**config.mk**
```make
export PLATFORM = sky130hd
export DESIGN_NAME = vss_top
export DESIGN_NICKNAME = d
export VERILOG_FILES = /design/src/hdl/vss_pkg.sv /design/src/hdl/vss_top.sv
export SDC_FILE = /design/constraint.sdc
export NUM_CORES = 1
export LEC_CHECK = 0
export ABC_AREA = 1
export BUFFER_PORTS_ARGS = -buffer_cell sky130_fd_sc_hd__buf_2
export CORE_MARGIN = 4
export CORE_UTILIZATION = 35
export CTS_BUF_LIST = sky130_fd_sc_hd__clkbuf_2 sky130_fd_sc_hd__clkbuf_4 sky130_fd_sc_hd__clkbuf_8
export DETAILED_ROUTE_END_ITERATION = 8
export PLACE_DENSITY = 0.51
export SLEW_MARGIN = 25
export SYNTH_ARGS = -nofsm -noshare
export SYNTH_HDL_FRONTEND = slang
export SYNTH_SLANG_ARGS = --single-unit
```
**constraint.sdc**
```tcl
create_clock -name ref_clk -period 9.4 [get_ports ref_clk]
set_clock_uncertainty 0.2 [all_clocks]
set_input_delay 2.82 -clock ref_clk [delete_from_list [all_inputs] [get_ports ref_clk]]
set_output_delay 2.82 -clock ref_clk [all_outputs]
set_load 0.005 [all_outputs]
```
**src/hdl/vss_pkg.sv**
```systemverilog
// vss_pkg: command codes, field positions, reset values, timing and types
// for the output setpoint sequencer; assumes a 10 MHz single clock.
package vss_pkg;
	// command codes
	localparam logic [7:0] CMD_OPERATION = 8'h01;
	localparam logic [7:0] CMD_ONOFF = 8'h02;
	localparam logic [7:0] CMD_VOUT = 8'h21;
	localparam logic [7:0] CMD_TRIM = 8'h22;
	localparam logic [7:0] CMD_VMAX = 8'h24;
	localparam logic [7:0] CMD_RATE = 8'h27;
	localparam logic [7:0] CMD_VMIN = 8'h28;
	localparam logic [7:0] CMD_SCALE = 8'h29;
	localparam logic [7:0] CMD_INPUT_TURNON_THRESHOLD = 8'h35;
	localparam logic [7:0] CMD_INPUT_TURNOFF_THRESHOLD = 8'h36;
	localparam logic [7:0] CMD_TON = 8'h60;
	localparam logic [7:0] CMD_TOFF = 8'h64;
	localparam logic [7:0] CMD_VSTAT = 8'h7A;
	localparam logic [7:0] CMD_MSTAT = 8'h80;
	localparam logic [7:0] CMD_RDBK = 8'h8B;
	localparam logic [7:0] CMD_MHI = 8'hD5;
	localparam logic [7:0] CMD_MLO = 8'hD6;
	localparam logic [7:0] CMD_OPT = 8'hE5;
	// reference codes, 2^-9 V per step
	localparam logic [11:0] DAC_MIN = 12'h0B3;
	localparam logic [11:0] DAC_MAX = 12'h34D;
	localparam logic [11:0] SC1_MIN = 12'h0B3;
	localparam logic [11:0] SC1_MAX = 12'h34D;
	localparam logic [11:0] SC2_MIN = 12'h166;
	localparam logic [11:0] SC2_MAX = 12'h69A;
	localparam logic [11:0] SC4_MIN = 12'h2CC;
	localparam logic [11:0] SC4_MAX = 12'hB00;
	localparam logic [1:0] SCALE_ILLEGAL = 2'h3;
	// input thresholds in 1/16 V: 4 V floor, 7.75 V ceiling
	localparam logic [15:0] INPUT_TURNOFF_THRESHOLD_FLOOR = 16'h0040;
	localparam logic [15:0] INPUT_TURNON_THRESHOLD_CEIL = 16'h007C;
	localparam logic [6:0] DELAY_MAX_MS = 7'h64;
	localparam logic [7:0] TRIM_MIN = 8'hC0;
	localparam logic [7:0] TRIM_MAX = 8'h3F;
	localparam logic [7:0] MARG_MAX = 8'h1F;
	// field positions
	localparam int OPR_ON_BIT = 7;
	localparam int OPR_MARG_LSB = 4;
	localparam int CFG_USE_PIN = 0;
	localparam int CFG_USE_OPR = 1;
	localparam int OPT_RESTORE_BIT = 0;
	localparam int VSTAT_MAX_BIT = 3;
	localparam int VSTAT_MIN_BIT = 4;
	localparam int MSTAT_RST_BIT = 0;
	// reset values
	localparam logic [7:0] OPR_RST = 8'h00;
	localparam logic [7:0] CFG_RST = 8'h01;
	localparam logic [15:0] VON_RST = 16'h0070;
	localparam logic [15:0] VOFF_RST = 16'h0060;
	localparam logic [7:0] RATE_RST = 8'h01;
	// timing
	localparam int CLK_PERIOD_NS = 100;
	localparam int MS_NS = 1000000;
	localparam int RST_RESP_NS = 2000;
	localparam int RST_RESP_CYC = RST_RESP_NS / CLK_PERIOD_NS;
	localparam int RATE_TICK_NS = 10000;
	localparam int RATE_TICK_CYC = RATE_TICK_NS / CLK_PERIOD_NS;
	localparam int AVG_LOG2 = 3;

	typedef enum logic [1:0] {MARG_NONE = 2'b00, MARG_LOW = 2'b01, MARG_HIGH = 2'b10} vss_marg_t;
	typedef enum logic [1:0] {SEQ_OFF = 2'b00, SEQ_ON_DLY = 2'b01, SEQ_RUN = 2'b10,
		SEQ_OFF_DLY = 2'b11} vss_seq_t;

	typedef struct packed {
		logic wr;
		logic rd;
		logic [7:0] code;
		logic [15:0] wdata;
	} vss_req_t;

	typedef struct packed {
		logic [11:0] cmd, vmax, vmin, boot, ref_code, tgt_prev, rdbk;
		logic [1:0] scale;
		logic [15:0] von, voff, opt, rdata, rcnt, mscnt;
		logic [7:0] opr, cfg, rate, trim, mhi, mlo, vstat, mstat;
		logic [6:0] ton, toff, dly;
		logic booted, uvlo_ok, regulate;
		vss_seq_t seq;
		logic [14:0] acc;
		logic [2:0] nsamp;
	} vss_st_t;

	function automatic logic [11:0] vss_clamp(input logic signed [13:0] v,
		input logic [11:0] lo, input logic [11:0] hi);
		if (v < $signed({2'b00, lo}))
			vss_clamp = lo;
		else if (v > $signed({2'b00, hi}))
			vss_clamp = hi;
		else
			vss_clamp = v[11:0];
	endfunction : vss_clamp

	function automatic logic [7:0] vss_sat8(input logic [7:0] v, input logic [7:0] lo,
		input logic [7:0] hi);
		if ($signed(v) < $signed(lo))
			vss_sat8 = lo;
		else if ($signed(v) > $signed(hi))
			vss_sat8 = hi;
		else
			vss_sat8 = v;
	endfunction : vss_sat8
endpackage : vss_pkg

```
**src/hdl/vss_top.sv**
```systemverilog
// vss_top: setpoint, sequencing and telemetry core of a buck converter.
// assumes bus commands arrive already decoded as one-cycle requests and
// all pins are synchronous to ref_clk.
// What this block does
// - separate input turn-on/turn-off thresholds; off floor 4 V, on ceiling 7.75 V.
// - configuration picks gating: input lockout, plus control pin, plus operation.
// - after gating goes true wait programmable 0..100 ms, then regulate.
// - after gating goes false keep regulating for programmable delay up to 100 ms.
// - reference DAC spans 350..1650 mV in 2^-9 V steps.
// - sensed output samples are averaged; latest average kept for readback.
// - scale setting only takes 1, 0.5 or 0.25; default is 1.
// - command code range depends on scale: 179..845, 358..1690, 716..2816.
// - command beyond stored min or max is replaced by that limit, status set.
// - signed trim of -64..+63 steps added to reference.
// - margin high and low offsets each hold -64..31 steps.
// - operation picks none, high or low margin; that offset gets applied.
// - summed reference is limited to the DAC span.
// - reset pin low loads command with the power-up default value.
// - within 2 us of pin falling, ramp toward default begins.
// - command writes ignored while the reset pin is low.
// - setpoint reset sets a bit in the maker status register.
// - option bit set restores boot command on every fault restart.
`timescale 1ns/1ns
module vss_top
	import vss_pkg::*;
#(
	parameter int CYC_PER_MS = MS_NS / CLK_PERIOD_NS
)(
	// clock and reset
	input wire logic ref_clk,
	input wire logic srst,
	// decoded command port
	input wire vss_req_t reg_req,
	output logic [15:0] reg_rdata,
	// pins and sensed values
	input wire logic [15:0] vin_code,
	input wire logic enable_control_pin,
	input wire logic setpoint_reset_pin_n,
	input wire logic [11:0] boot_setpoint,
	input wire logic [11:0] sensed_output_node,
	input wire logic sense_valid,
	input wire logic fault_restart,
	// converter controls
	output logic [11:0] ref_dac,
	output logic regulate
);
	localparam int RESP_CYC = RST_RESP_CYC;

	vss_st_t r, n;
	logic pin_low, gate, ms_tick;
	logic [11:0] wval, lim, smin, smax, tgt;
	logic [7:0] marg, vset, mset;
	logic [15:0] vclr, mclr;
	logic signed [13:0] sum;

	assign pin_low = !setpoint_reset_pin_n;
	assign wval = reg_req.wdata[11:0];

	always_comb
	begin
		n = r;
		vset = 8'h00;
		mset = 8'h00;
		vclr = 16'h0000;
		mclr = 16'h0000;
		lim = wval;
		unique case (r.scale)
			2'h1: begin smin = SC2_MIN; smax = SC2_MAX; end
			2'h2: begin smin = SC4_MIN; smax = SC4_MAX; end
			default: begin smin = SC1_MIN; smax = SC1_MAX; end
		endcase
		// strap caught on the first clock after reset release
		if (!r.booted)
		begin
			n.booted = 1'b1;
			n.boot = boot_setpoint;
			n.cmd = boot_setpoint;
		end
		// bus rate sits far below ref_clk, so one request per cycle is ample
		if (reg_req.wr)
		begin
			unique case (reg_req.code)
				CMD_VOUT:
					if (!pin_low)
					begin
						if (wval < r.vmin)
						begin
							lim = r.vmin;
							vset[VSTAT_MIN_BIT] = 1'b1;
						end
						else if (wval > r.vmax)
						begin
							lim = r.vmax;
							vset[VSTAT_MAX_BIT] = 1'b1;
						end
						n.cmd = vss_clamp($signed({2'b00, lim}), smin, smax);
					end
				CMD_VMAX: n.vmax = vss_clamp($signed({2'b00, wval}), smin, smax);
				CMD_VMIN: n.vmin = vss_clamp($signed({2'b00, wval}), smin, smax);
				CMD_SCALE:
					if (reg_req.wdata[1:0] != SCALE_ILLEGAL)
						n.scale = reg_req.wdata[1:0];
				CMD_INPUT_TURNON_THRESHOLD:
					n.von = (reg_req.wdata > INPUT_TURNON_THRESHOLD_CEIL) ? INPUT_TURNON_THRESHOLD_CEIL : reg_req.wdata;
				CMD_INPUT_TURNOFF_THRESHOLD:
					n.voff = (reg_req.wdata < INPUT_TURNOFF_THRESHOLD_FLOOR) ? INPUT_TURNOFF_THRESHOLD_FLOOR : reg_req.wdata;
				CMD_OPERATION: n.opr = reg_req.wdata[7:0];
				CMD_ONOFF: n.cfg = reg_req.wdata[7:0];
				CMD_TON:
					n.ton = (reg_req.wdata > 16'(DELAY_MAX_MS)) ? DELAY_MAX_MS : reg_req.wdata[6:0];
				CMD_TOFF:
					n.toff = (reg_req.wdata > 16'(DELAY_MAX_MS)) ? DELAY_MAX_MS : reg_req.wdata[6:0];
				CMD_RATE: n.rate = (reg_req.wdata[7:0] == 8'h00) ? RATE_RST : reg_req.wdata[7:0];
				CMD_TRIM: n.trim = vss_sat8(reg_req.wdata[7:0], TRIM_MIN, TRIM_MAX);
				CMD_MHI: n.mhi = vss_sat8(reg_req.wdata[7:0], TRIM_MIN, MARG_MAX);
				CMD_MLO: n.mlo = vss_sat8(reg_req.wdata[7:0], TRIM_MIN, MARG_MAX);
				CMD_OPT: n.opt = reg_req.wdata;
				CMD_VSTAT: vclr = reg_req.wdata;
				CMD_MSTAT: mclr = reg_req.wdata;
				default: ;
			endcase
		end
		// pin reset and fault restart override any bus value this cycle
		if (pin_low && r.booted)
		begin
			n.cmd = r.boot;
			mset[MSTAT_RST_BIT] = 1'b1;
		end
		else if (fault_restart && r.opt[OPT_RESTORE_BIT] && r.booted)
			n.cmd = r.boot;
		// set wins over a write-one clear in the same cycle
		n.vstat = (r.vstat & ~vclr[7:0]) | vset;
		n.mstat = (r.mstat & ~mclr[7:0]) | mset;
		// lockout with hysteresis between the two thresholds
		if (vin_code >= r.von)
			n.uvlo_ok = 1'b1;
		else if (vin_code < r.voff)
			n.uvlo_ok = 1'b0;
		gate = r.uvlo_ok && (!r.cfg[CFG_USE_PIN] || enable_control_pin)
			&& (!r.cfg[CFG_USE_OPR] || r.opr[OPR_ON_BIT]);
		ms_tick = (r.mscnt == 16'h0000);
		n.mscnt = ms_tick ? 16'(CYC_PER_MS - 1) : r.mscnt - 16'h0001;
		// delays resolve to whole ms ticks; entry reloads the ms counter, so the first tick comes a full ms later
		unique case (r.seq)
			SEQ_OFF:
				if (gate)
				begin
					n.seq = SEQ_ON_DLY;
					n.dly = r.ton;
					n.mscnt = 16'(CYC_PER_MS - 1);
				end
			SEQ_ON_DLY:
				if (!gate)
					n.seq = SEQ_OFF;
				else if (r.dly == 7'h00)
					n.seq = SEQ_RUN;
				else if (ms_tick)
					n.dly = r.dly - 7'h01;
			SEQ_RUN:
				if (!gate)
				begin
					n.seq = SEQ_OFF_DLY;
					n.dly = r.toff;
					n.mscnt = 16'(CYC_PER_MS - 1);
				end
			SEQ_OFF_DLY:
				if (gate)
					n.seq = SEQ_RUN;
				else if (r.dly == 7'h00)
					n.seq = SEQ_OFF;
				else if (ms_tick)
					n.dly = r.dly - 7'h01;
		endcase
		n.regulate = (n.seq == SEQ_RUN) || (n.seq == SEQ_OFF_DLY);
		// reference target: scaled command plus margin and trim, then span limit
		unique case (vss_marg_t'(r.opr[OPR_MARG_LSB +: 2]))
			MARG_HIGH: marg = r.mhi;
			MARG_LOW: marg = r.mlo;
			default: marg = 8'h00;
		endcase
		sum = $signed({2'b00, r.cmd >> r.scale}) + 14'($signed(marg))
			+ 14'($signed(r.trim));
		tgt = vss_clamp(sum, DAC_MIN, DAC_MAX);
		// new target restarts the step timer so the ramp begins next cycle
		if (tgt != r.tgt_prev)
		begin
			n.tgt_prev = tgt;
			n.rcnt = 16'h0000;
		end
		else if (r.rcnt != 16'h0000)
			n.rcnt = r.rcnt - 16'h0001;
		else if (r.ref_code != tgt)
		begin
			n.ref_code = (r.ref_code < tgt) ? r.ref_code + 12'h001 : r.ref_code - 12'h001;
			n.rcnt = 16'(r.rate * RATE_TICK_CYC) - 16'h0001;
		end
		// block average of each 2^AVG_LOG2 samples
		if (sense_valid)
		begin
			if (r.nsamp == 3'h7)
			begin
				n.rdbk = 12'((r.acc + 15'(sensed_output_node)) >> AVG_LOG2);
				n.acc = 15'h0000;
			end
			else
				n.acc = r.acc + 15'(sensed_output_node);
			n.nsamp = r.nsamp + 3'h1;
		end
		n.rdata = 16'h0000;
		if (reg_req.rd)
		begin
			unique case (reg_req.code)
				CMD_VOUT: n.rdata = 16'(r.cmd);
				CMD_VMAX: n.rdata = 16'(r.vmax);
				CMD_VMIN: n.rdata = 16'(r.vmin);
				CMD_SCALE: n.rdata = 16'(r.scale);
				CMD_INPUT_TURNON_THRESHOLD: n.rdata = r.von;
				CMD_INPUT_TURNOFF_THRESHOLD: n.rdata = r.voff;
				CMD_OPERATION: n.rdata = 16'(r.opr);
				CMD_ONOFF: n.rdata = 16'(r.cfg);
				CMD_TON: n.rdata = 16'(r.ton);
				CMD_TOFF: n.rdata = 16'(r.toff);
				CMD_RATE: n.rdata = 16'(r.rate);
				CMD_TRIM: n.rdata = 16'(r.trim);
				CMD_MHI: n.rdata = 16'(r.mhi);
				CMD_MLO: n.rdata = 16'(r.mlo);
				CMD_OPT: n.rdata = r.opt;
				CMD_VSTAT: n.rdata = 16'(r.vstat);
				CMD_MSTAT: n.rdata = 16'(r.mstat);
				CMD_RDBK: n.rdata = 16'(r.rdbk);
				default: n.rdata = 16'h0000;
			endcase
		end
	end

	always_ff @(posedge ref_clk)
	begin
		if (srst)
		begin
			r <= '0;
			r.vmax <= SC1_MAX;
			r.vmin <= SC1_MIN;
			r.von <= VON_RST;
			r.voff <= VOFF_RST;
			r.opr <= OPR_RST;
			r.cfg <= CFG_RST;
			r.rate <= RATE_RST;
			r.ref_code <= DAC_MIN;
			r.tgt_prev <= DAC_MIN;
			r.seq <= SEQ_OFF;
		end
		else
			r <= n;
	end

	assign reg_rdata = r.rdata;
	assign ref_dac = r.ref_code;
	assign regulate = r.regulate;
endmodule : vss_top

```
# After elaboration in Yosys (flattened, before gate mapping)
# Index checks and enable logic that the tools add are counted.
# Widths: inputs -> output; s select.
[totals]
regBits = 290
output_inout_bits = 29
word_cells = 209
[classes]
n_addsub = 10
n_mul = 1
order_cmp = 17
n_eq_ne = 35
shift = 1
muxes = 68
bitwise = 9
n_reduce_logical = 37
[op_table]
columns = ["operator", "n"]
rows = [
  ["$pmux 16 s18", 1],
  ["$mux 12", 19],
  ["$mux 16", 7],
  ["$mux 8", 9],
  ["$eq 8x6->1 const B", 8],
  ["$mux 7", 7],
  ["$eq 8x8->1 const B", 5],
  ["$gt 12x12->1", 3],
  ["$lt 12x12->1", 3],
  ["$mux 36", 1],
  ["$gt 16x7->1 const B", 2],
  ["$pmux 16 s2", 1],
  ["$sub 16x1->16 const B", 2],
  ["$pmux 7 s4", 1],
  ["$reduce_and 2->1", 14],
  ["$eq 8x7->1 const B", 3],
  ["$ne 12x12->1", 2],
  ["$pmux 12 s2", 1],
  ["$mux 23", 1],
  ["$pmux 10 s2", 1],
  ["$mux 18", 1],
  ["$mux 2", 9],
  ["$and 8x8->8", 2],
  ["$ge 16x16->1", 1],
  ["other kinds (44)", 74],
]

# Logic depth before layout (Yosys ltp)
# Gate-level depths: netlist of the first run.
[logic_depth]
word_depth = 14
depth_mapped = 46
ltp_nobuf = 45

# Worst setup path before layout of the first run
# OpenSTA, ideal clock, no wires.
[synth_timing]
path_kind = "reg2reg"
from = "register r[105] in the netlist's numbering"
to = "register r, in the netlist ref_dac[11]"
setup_ps = 64
arrival_time_ps = 6234
required_ps = 9136
slack_ps = 2902
path_stages_with_launch = 43
n_path_buf = 2
cell_sequence = "dfxtp_1 -> inv_1 -> ha_1 -> clkbuf_1 -> a22o_1 -> inv_1 -> nor2_1 -> inv_1 -> fa_1 -> inv_1 -> ha_1 -> nand2_1 -> inv_1 -> a21oi_1 -> nand3_1 -> nand2_1 -> nand2_1 -> nor2_1 -> (+7 left out) -> a21oi_1 -> o21ai_0 -> nand2_1 -> o2111ai_1 -> ha_1 -> a21oi_1 -> and2_1 -> inv_1 -> a21oi_1 -> o21ai_0 -> a21oi_1 -> nor2_1 -> nor2_1 -> xnor2_1 -> nand4_1 -> nand2_1 -> nand2_1 -> nor2_1"
[synth_via]
elab_chain_cells = 10
elab_cells_between_ends = 15
classes_between = "2 x add/sub; 3 x order compare; 4 x eq/ne; 4 x mux; 1 x bitwise; 1 x reduce/logical"
[synth_rtl]
columns = ["element", "line", "text"]
rows = [
  ["start: declaration", "vss_top.sv:49", "vss_st_t r, n;"],
  ["start signal: assignment", "vss_top.sv:253", "r <= n;"],
  ["$eq 2x1->1 or $eq 2x2->1 (tied branches)", "vss_top.sv:176", "unique case (vss_marg_t'(r.opr[OPR_MARG_LSB +: 2]))"],
  ["$pmux 8 s2 (*)", "vss_top.sv:176", ""],
  ["$add 13x8->14 (*)", "vss_top.sv:181", "sum = $signed({2'b00, r.cmd >> r.scale}) + 14'($signed(marg))"],
  ["$add 14x8->14 (*)", "vss_top.sv:182", "+ 14'($signed(r.trim));"],
  ["$gt 14x11->1", "vss_pkg.sv:91", "else if (v > $signed({2'b00, hi}))"],
  ["$mux 12", "vss_pkg.sv:91", ""],
  ["$mux 12 (*)", "vss_pkg.sv:89", "if (v < $signed({2'b00, lo}))"],
  ["branches (longest 3 deep; another with $lt 12x12->1)", "--", ""],
]
# Every way passes the cells marked *.
# A chain may end at the register's enable or synchronous reset.

# Final worst setup path of the first run
[layout_timing]
from = "input reg_req[0] in the netlist's numbering"
to = "register r[283] in the netlist's numbering"
[layout_via]
elab_chain_cells = 14
elab_cells_between_ends = 16
classes_between = "4 x order compare; 12 x mux"
[layout_rtl]
columns = ["element", "line", "text"]
rows = [
  ["start: declaration", "vss_top.sv:33", "input wire vss_req_t reg_req,"],
  ["$gt 12x12->1", "vss_top.sv:91", "else if (wval > r.vmax)"],
  ["$mux 12", "vss_top.sv:91", ""],
  ["$mux 12 (*)", "vss_top.sv:86", "if (wval < r.vmin)"],
  ["$mux 12 (*)", "vss_top.sv:84", "if (!pin_low)"],
  ["$mux 12 (*)", "vss_top.sv:82", "unique case (reg_req.code)"],
  ["$mux 12 (*)", "vss_top.sv:80", "if (reg_req.wr)"],
  ["$gt 12x12->1", "vss_pkg.sv:91", ""],
  ["$mux 12", "vss_pkg.sv:91", ""],
  ["$mux 12 (*)", "vss_pkg.sv:89", ""],
  ["$mux 12 (*)", "vss_top.sv:84", ""],
  ["$mux 12 (*)", "vss_top.sv:82", ""],
  ["$mux 36 (*)", "vss_top.sv:80", ""],
  ["$mux 12 (*)", "vss_top.sv:129", "else if (fault_restart && r.opt[OPT_RESTORE_BIT] && r.booted)"],
  ["$mux 12 (*)", "vss_top.sv:124", "if (pin_low && r.booted)"],
]
# Mark *: on every way between the ends. The rest lies on a longest branch, timed or not. The select of a mux whose other input is x is not followed.

==> impl_metrics.py, run 1 <==
metrics = {
    "status": {
        "status": "finished clean",
    },
    "drt": {
        "wl_um": 69400,
        "dr_total_vias": 19000,
        "dr.pass1.iters": 7,
        "drc": 0,
        "drt_iter0_markers": 1597,
        "viasPerCell": 5.30,
        "wl_per_cell_um": 19.4,
        "ant_nets": 0,
    },
    "clock_tree": {
        "clockRootBuffer": "clkbuf_8",
        "cts_hold_buf": 0,
        "cts_sinks": 290,
        "cts_made_buffers": 55,
        "cts_setup_buffers": 0,
        "cts_resized": 0,
        "htreeDepth": 2,
        "clk_latency_ns": 0.67,
        "cts_tree": "built",
        "cts.clk_slew.worst_paths_ns": 0.06,
        "clock_path_buffers": 3,
    },
    "critical_path": {
        "worst_path_max_delay_cell": "o21ai_0",
        "cp-startpoint": "reg_req[0]",
        "critPathRequiredTime_ns": 9.70,
        "worstSetupPathType": "in2reg",
        "cp_num_buf_inv": 5,
        "crit_path_frequent_cell": "nand2_1",
        "crit_fanout": 21,
        "arrival_ns": 7.66,
        "startpoint_type": "input port",
        "crit-reg2reg-launch": "r[205]",
        "critPathTopFamily": "simple AND/OR/NAND/NOR gates",
        "setup.worst_path.end_class": "flop",
        "cpPeakStageDelay_ns": 0.63,
    },
    "sta": {
        "min_period_over_period_pct": 78.3,
        "clock.fmax_mhz": 136,
        "tightest_slew_ns": 0.969,
        "fin_tns_setup_ns": 0,
        "rsz0062_at_grt": "no",
        "maxSlewHeadroom_pct": 35.2,
        "period_minus_slack_ns": 7.36,
        "slew_violations": 0,
        "setup_viol": 0,
        "final_hold_viol_count": 0,
    },
    "place": {
        "place.gp.congestion": 0.952,
        "postPlaceCellArea_um2": 20300,
        "dp_hpwl_um": 52700,
        "portBuffers": 100,
        "placed_cells": 3478,
    },
    "synthesis": {
        "yosysSeqAreaShare_pct": 30.0,
        "ys_dominant_reg_cell": "dfxtp_1",
        "yosys.area.top_type": "dfxtp_1",
        "avgSynthCellArea_um2": 6.97,
        "ys_ff_latch": 290,
        "async_flop_share_pct": 0,
        "synth_commonest_cells": "nand2_1 (542), inv_1 (412), dfxtp_1 (290)",
        "synthTopCellsByArea": "dfxtp_1 (30%), ha_1 (12%), nand2_1 (11%)",
        "synth_top_area_share_pct": 30.0,
        "ys.warnings.count": 0,
        "yosys.cell_count.top_type": "nand2_1",
        "synthDistinctLibCells": 66,
        "synth-edff-count": 0,
        "syn_area_um2": 19300,
        "netlist_instances": 2771,
    },
    "worst_hold_path": {
        "min-delay-path-class": "reg2reg",
        "holdCritStartpoint": "r[45]",
    },
    "die": {
        "die_h_um": 243,
        "core-area_um2": 54200,
        "dieArea_um2": 59000,
        "start_util_pct": 35.6,
        "rows": 85,
        "pin_count": 101,
        "die_w_um": 243,
    },
    "grt": {
        "antenna_found_initial": 2,
        "overflow": 0,
        "grt_max_degree": 69,
        "grt_pass1_wl_um": 106000,
        "track_usage_pct": 22.8,
        "grt_pass1_vias": 18200,
    },
    "finish": {
        "finish.utilization_pct": 39.7,
        "syn2layout_area_growth_pct": 11.4,
        "nets": 3112,
        "final_area_um2": 21500,
        "fin_cells": 3579,
        "drive_above_1_share_pct": 9.38,
    },
    "power_and_ir_drop": {
        "powerDensity_nw_per_um2": 153,
        "power_mw": 3.30,
        "p_leak_nw": 10.0,
        "max-vdd-ir-drop_v": 0.0000857,
    },
    "job": {
        "max-cap-violations": 0,
    },
}
[state kept, by name, indices dropped and copies added (netlist names)]
signal     cells
r            261
reg_rdata     16
ref_dac       12
regulate       1
[report_power, final]
part	internal (mW)	switching (mW)	total (mW)
Combinational	0.195	0.392	0.587
Sequential	1.28	0.0367	1.32
Clock	0.800	0.595	1.40
[worst paths after layout]
kind | slack [ns] | cells after the start | end
worst max-delay path | 2.04 | 28 | r[283]
worst min-delay path | 0.24 | 2 | r[45]
worst max register to register | 2.05 | 41 | ref_dac[11]
worst min register to register | 0.24 | 2 | r[45]
[cells in the final DEF, fill, tap and decap left out, types with 5 or more instances in the layout]
cell      netlist  routed
xor2_1         38      38
nand4_1        31      31
a221oi_1       28      28
o21ai_0       213     213
a22oi_1         6       6
o31ai_1         7       7
clkinv_2        0       7
dfxtp_1       290     290
nand3_1       100     100
nand3b_1        6       6
a41oi_1         6       6
xnor2_1        15      15
clkbuf_8        2      68
ha_1          182     182
buf_4          29      23
a21oi_1       268     268
nand2_1       542     542
nor2_1        225     224
inv_1         412     412
buf_2           2      99
or2_2           5       5
clkinv_1       10      10
nor2_2          6       7
o21bai_1        5       5
a21o_1          6       6
nand2_2        17      17
a211oi_1       19      19
o21a_1          5       5
nor4_1         10       9
clkbuf_4        0      16
o211ai_1       24      24
o22ai_1        38      38
fa_1           19      19
diode_2         0       5
a31oi_1        19      19
nor3_1         45      45
[cells by family after synthesis]
family / Yosys count / share of synthesized area, %
flops: 290 / 30.0
xor+xnor: 53 / 2.40
simple gates: 1006 / 22.1
fa+ha+maj: 201 / 13.8
buf+inv: 538 / 11.3
compound gates: 680 / 20.3
mux: 1 / 0.0518
other cells: 2 / 0.0389
[cell type report]
type / instances / area [um^2]
inverter: 425 / 1600
timing repair buffer: 122 / 668
tap: 696 / 871
fill: 5763 / 32700
clock buffer: 84 / 1060
multi-input combinational: 1945 / 11400
clock inverter: 12 / 159
sequential: 290 / 5810
antenna: 5 / 12.5
[stage by stage]
step,hold WS [ns],worst slack (ns)
2_1_floorplan,0.216,2.90
3_3_place_gp,0.228,1.55
3_5_place_dp,0.234,1.49
4_1_cts,0.244,2.01
5_1_grt,0.251,1.23
6_report,0.244,2.04
[layer usage]
metal,vias to the layer above,part of all wire [%],wire (um),track usage [%]
li1,9341,-,-,-
met1,8807,45,31200,30.5
met2,666,45,31100,37.0
met3,145,6.3,4350,3.40
met4,2,3.9,2730,9.22
met5,-,0.010,7,0
[worst min-delay path, cell delays in order, from the launching register on]
cell      delay, ns
dfxtp_1        0.30
inv_1          0.06
a311oi_1       0.05
Note: power is estimated with default switching activity, not from simulation.
==> run 2: changes to the inputs <==
--- a/config.mk
+++ b/config.mk
@@ -11,7 +11,7 @@
 export CORE_UTILIZATION = 35
 export CTS_BUF_LIST = sky130_fd_sc_hd__clkbuf_2 sky130_fd_sc_hd__clkbuf_4 sky130_fd_sc_hd__clkbuf_8
 export DETAILED_ROUTE_END_ITERATION = 8
-export PLACE_DENSITY = 0.51
+export PLACE_DENSITY = 0.52
 export SLEW_MARGIN = 25
 export SYNTH_ARGS = -nofsm -noshare
 export SYNTH_HDL_FRONTEND = slang
==> constraint.sdc (replaced) <==
create_clock -name ref_clk -period 6.2 [get_ports ref_clk]
set_clock_uncertainty 0.2 [all_clocks]
set_input_delay 1.86 -clock ref_clk [delete_from_list [all_inputs] [get_ports ref_clk]]
set_output_delay 1.86 -clock ref_clk [all_outputs]
set_load 0.005 [all_outputs]
==> run 2 against run 1 <==
  * Final area increased by 6.3%
  * Worst hold slack got worse by 0.0039 ns
  * Largest cell class unchanged
  * Global-route usage shrank 0.21 points
  * Combinational power is 72% higher
  * Sequential power up 52%
  * Cell count increased by 3.3%
  * Via count grew 2.0%
  * Critical endpoint is now ref_dac[11]
==> impl_metrics.py, run 2 (same netlist as run 1, synthesis figures left out) <==
metrics = {
    "status": {
        "status": "finished clean",
    },
    "critical_path": {
        "crit_fanout": 5,
        "startpoint_type": "flop",
        "worst_path_max_delay_cell": "fa_1",
        "reg2reg_depth": 43,
        "setup.worst_path.end_class": "flop",
        "critPathRequiredTime_ns": 6.55,
        "crit-reg2reg-launch": "r[204]",
        "worstSetupPathType": "reg2reg",
        "reg2reg_slack_ns": 0.17,
        "critPathTopFamily": "simple AND/OR/NAND/NOR gates",
        "crit_path_frequent_cell": "nand2_1",
        "cpPeakStageDelay_ns": 0.57,
        "cp_num_buf_inv": 7,
        "r2r-end": "ref_dac[11]",
        "cp-startpoint": "r[204]",
        "arrival_ns": 6.38,
    },
    "grt": {
        "grt_pass1_vias": 18900,
        "grt_max_degree": 86,
        "antenna_found_initial": 2,
        "track_usage_pct": 22.6,
        "met2_usage_pct": 36.8,
        "grt_pass1_wl_um": 107000,
        "overflow": 0,
        "globalRouteMet1Util_pct": 30.7,
        "busiest_layer": "met2",
        "grt.met3_usage_pct": 3.54,
    },
    "power_and_ir_drop": {
        "max-vdd-ir-drop_v": 0.000147,
        "powerDensity_nw_per_um2": 220,
        "swShare_pct": 30.9,
        "power_mw": 5.04,
        "combinationalPowerShare_pct": 20.1,
        "seqPwrFrac_pct": 39.6,
        "power.net_switching_mw": 1.56,
        "p_leak_nw": 10.6,
        "p_clk_share_pct": 40.3,
        "intPower_mw": 3.48,
    },
    "worst_hold_path": {
        "hold_depth": 2,
        "min-delay-path-class": "reg2reg",
        "holdCritStartpoint": "r[47]",
        "hold_end": "r[47]",
    },
    "drt": {
        "dr.pass1.iters": 7,
        "wl_um": 69000,
        "dr_total_vias": 19300,
        "drc": 0,
        "viasPerCell": 5.23,
        "wl_per_cell_um": 18.7,
        "ant_nets": 0,
        "drt_iter0_markers": 1490,
    },
    "finish": {
        "nets": 3232,
        "top_register": "r",
        "final_common_cell": "nand2_1",
        "syn2layout_area_growth_pct": 18.4,
        "fin_cells": 3697,
        "final_cell_mix": "nand2_1 (523), inv_1 (405), dfxtp_1 (286)",
        "largest_reg_flops": 261,
        "drive_above_1_share_pct": 15.9,
        "fill_cells": 5710,
    },
    "sta": {
        "hold_slack_ns": 0.240,
        "rsz0062_at_grt": "yes",
        "tightest_slew_ns": 0.922,
        "setup_viol": 0,
        "clock.fmax_mhz": 166,
        "final_hold_viol_count": 0,
        "setup_ws_ns": 0.169,
        "maxSlewHeadroom_pct": 38.3,
        "min_period_over_period_pct": 97.3,
        "period_minus_slack_ns": 6.03,
        "slew_violations": 0,
    },
    "die": {
        "start_util_pct": 35.6,
        "pin_count": 101,
        "core-area_um2": 54200,
        "die_h_um": 243,
        "rows": 85,
        "dieArea_um2": 59000,
        "die_w_um": 243,
    },
    "clock_tree": {
        "clockRootBuffer": "clkbuf_8",
        "cts_sinks": 290,
        "clock_path_buffers": 3,
        "cts_hold_buf": 0,
        "cts_made_buffers": 54,
        "clk_latency_ns": 0.67,
        "cts_tree": "built",
        "cts.clk_slew.worst_paths_ns": 0.07,
        "htreeDepth": 2,
    },
    "place": {
        "preCtsSetupSlack_ns": -0.125,
        "dp_hpwl_um": 52200,
        "place.gp.congestion": 0.908,
        "placed_cells": 3585,
        "portBuffers": 100,
    },
    "job": {
        "max-cap-violations": 0,
    },
}
[run 2: cell count changes in the layout (fill, tap and decap cells not counted), moves of 7 or more]
cell / delta
buf_4: +115
nand2_1: -19
ha_1: -18
ha_4: +17
o21ai_0: -16
nand2_2: +15
a21oi_1: -14
a21oi_2: +12
o21ai_1: +11
inv_1: -7
nand3_2: +7
nor2_1: -7
[run 2: timing repair]
| action | 4_1_cts | 5_1_grt |
|---|---|---|
| buffers inserted | 2 | 9 |
| pin swaps | 5 | 36 |
| gates resized for setup | 16 | 103 |
| endpoints found under the hold margin | 0 | 0 |
| gates cloned | 1 | 2 |
| setup endpoints to repair | 2 | 8 |
[run 2: worst max path at each step]
stage | slack (ns) | cells after the start | endpoint
after floorplan | 0.03 | 42 | ref_dac[11]
after global placement | 0.03 | 40 | ref_dac[11]
after global routing | -0.23 | 46 | ref_dac[11]
after CTS | 0.003 | 43 | ref_dac[11]
final | 0.17 | 43 | ref_dac[11]
after detailed placement | -0.12 | 40 | ref_dac[11]
[run 2: area by class of cell]
type,instances,area (um^2),area share (%)
inverter,425,1600,7.00
sequential,290,5810,25.4
clock buffer,88,1100,4.80
tap,696,871,3.81
antenna,3,7.51,0.0328
timing repair buffer,241,1570,6.87
clock inverter,7,71.3,0.312
multi-input combinational,1947,11800,51.8
[run 2: worst reg2reg max path: cells and delay by family (launching register included)]
kind | cells | cell delay (ns)
AND/OR/NAND/NOR | 23 | 2.11
adder cells (fa/ha/maj) | 5 | 1.58
AO/OA/AOI/OAI | 7 | 0.80
buffers and inverters | 7 | 0.72
flip-flops | 1 | 0.38
XOR/XNOR | 1 | 0.17
[run 2: metal layers]
layer	vias up	part of all wire (%)
met4	4	3.4
met1	9012	45
li1	9587	-
met5	-	0.032
met3	138	6.1
met2	605	45
[run 2: power groups by stage]
stage | registers, mW | logic (mW) | clock network (mW)
detailed placement | 2.04 | 0.947 | 0
global placement | 2.03 | 0.932 | 0
floorplan | 2.02 | 0.648 | 0
finish | 2.00 | 1.01 | 2.03
CTS | 2.00 | 0.961 | 2.09
global route | 2.01 | 1.15 | 2.17
[run 2: through the flow]
step / TNS, ns / utilization [%] / area, um^2
floorplan: 0 / - / 19300
global placement: 0 / 38.9 / 21100
detailed placement: -0.141 / 38.9 / 21100
CTS: 0 / 41.2 / 22400
global route: -0.362 / 42.1 / 22900
finish: 0 / 42.2 / 22900
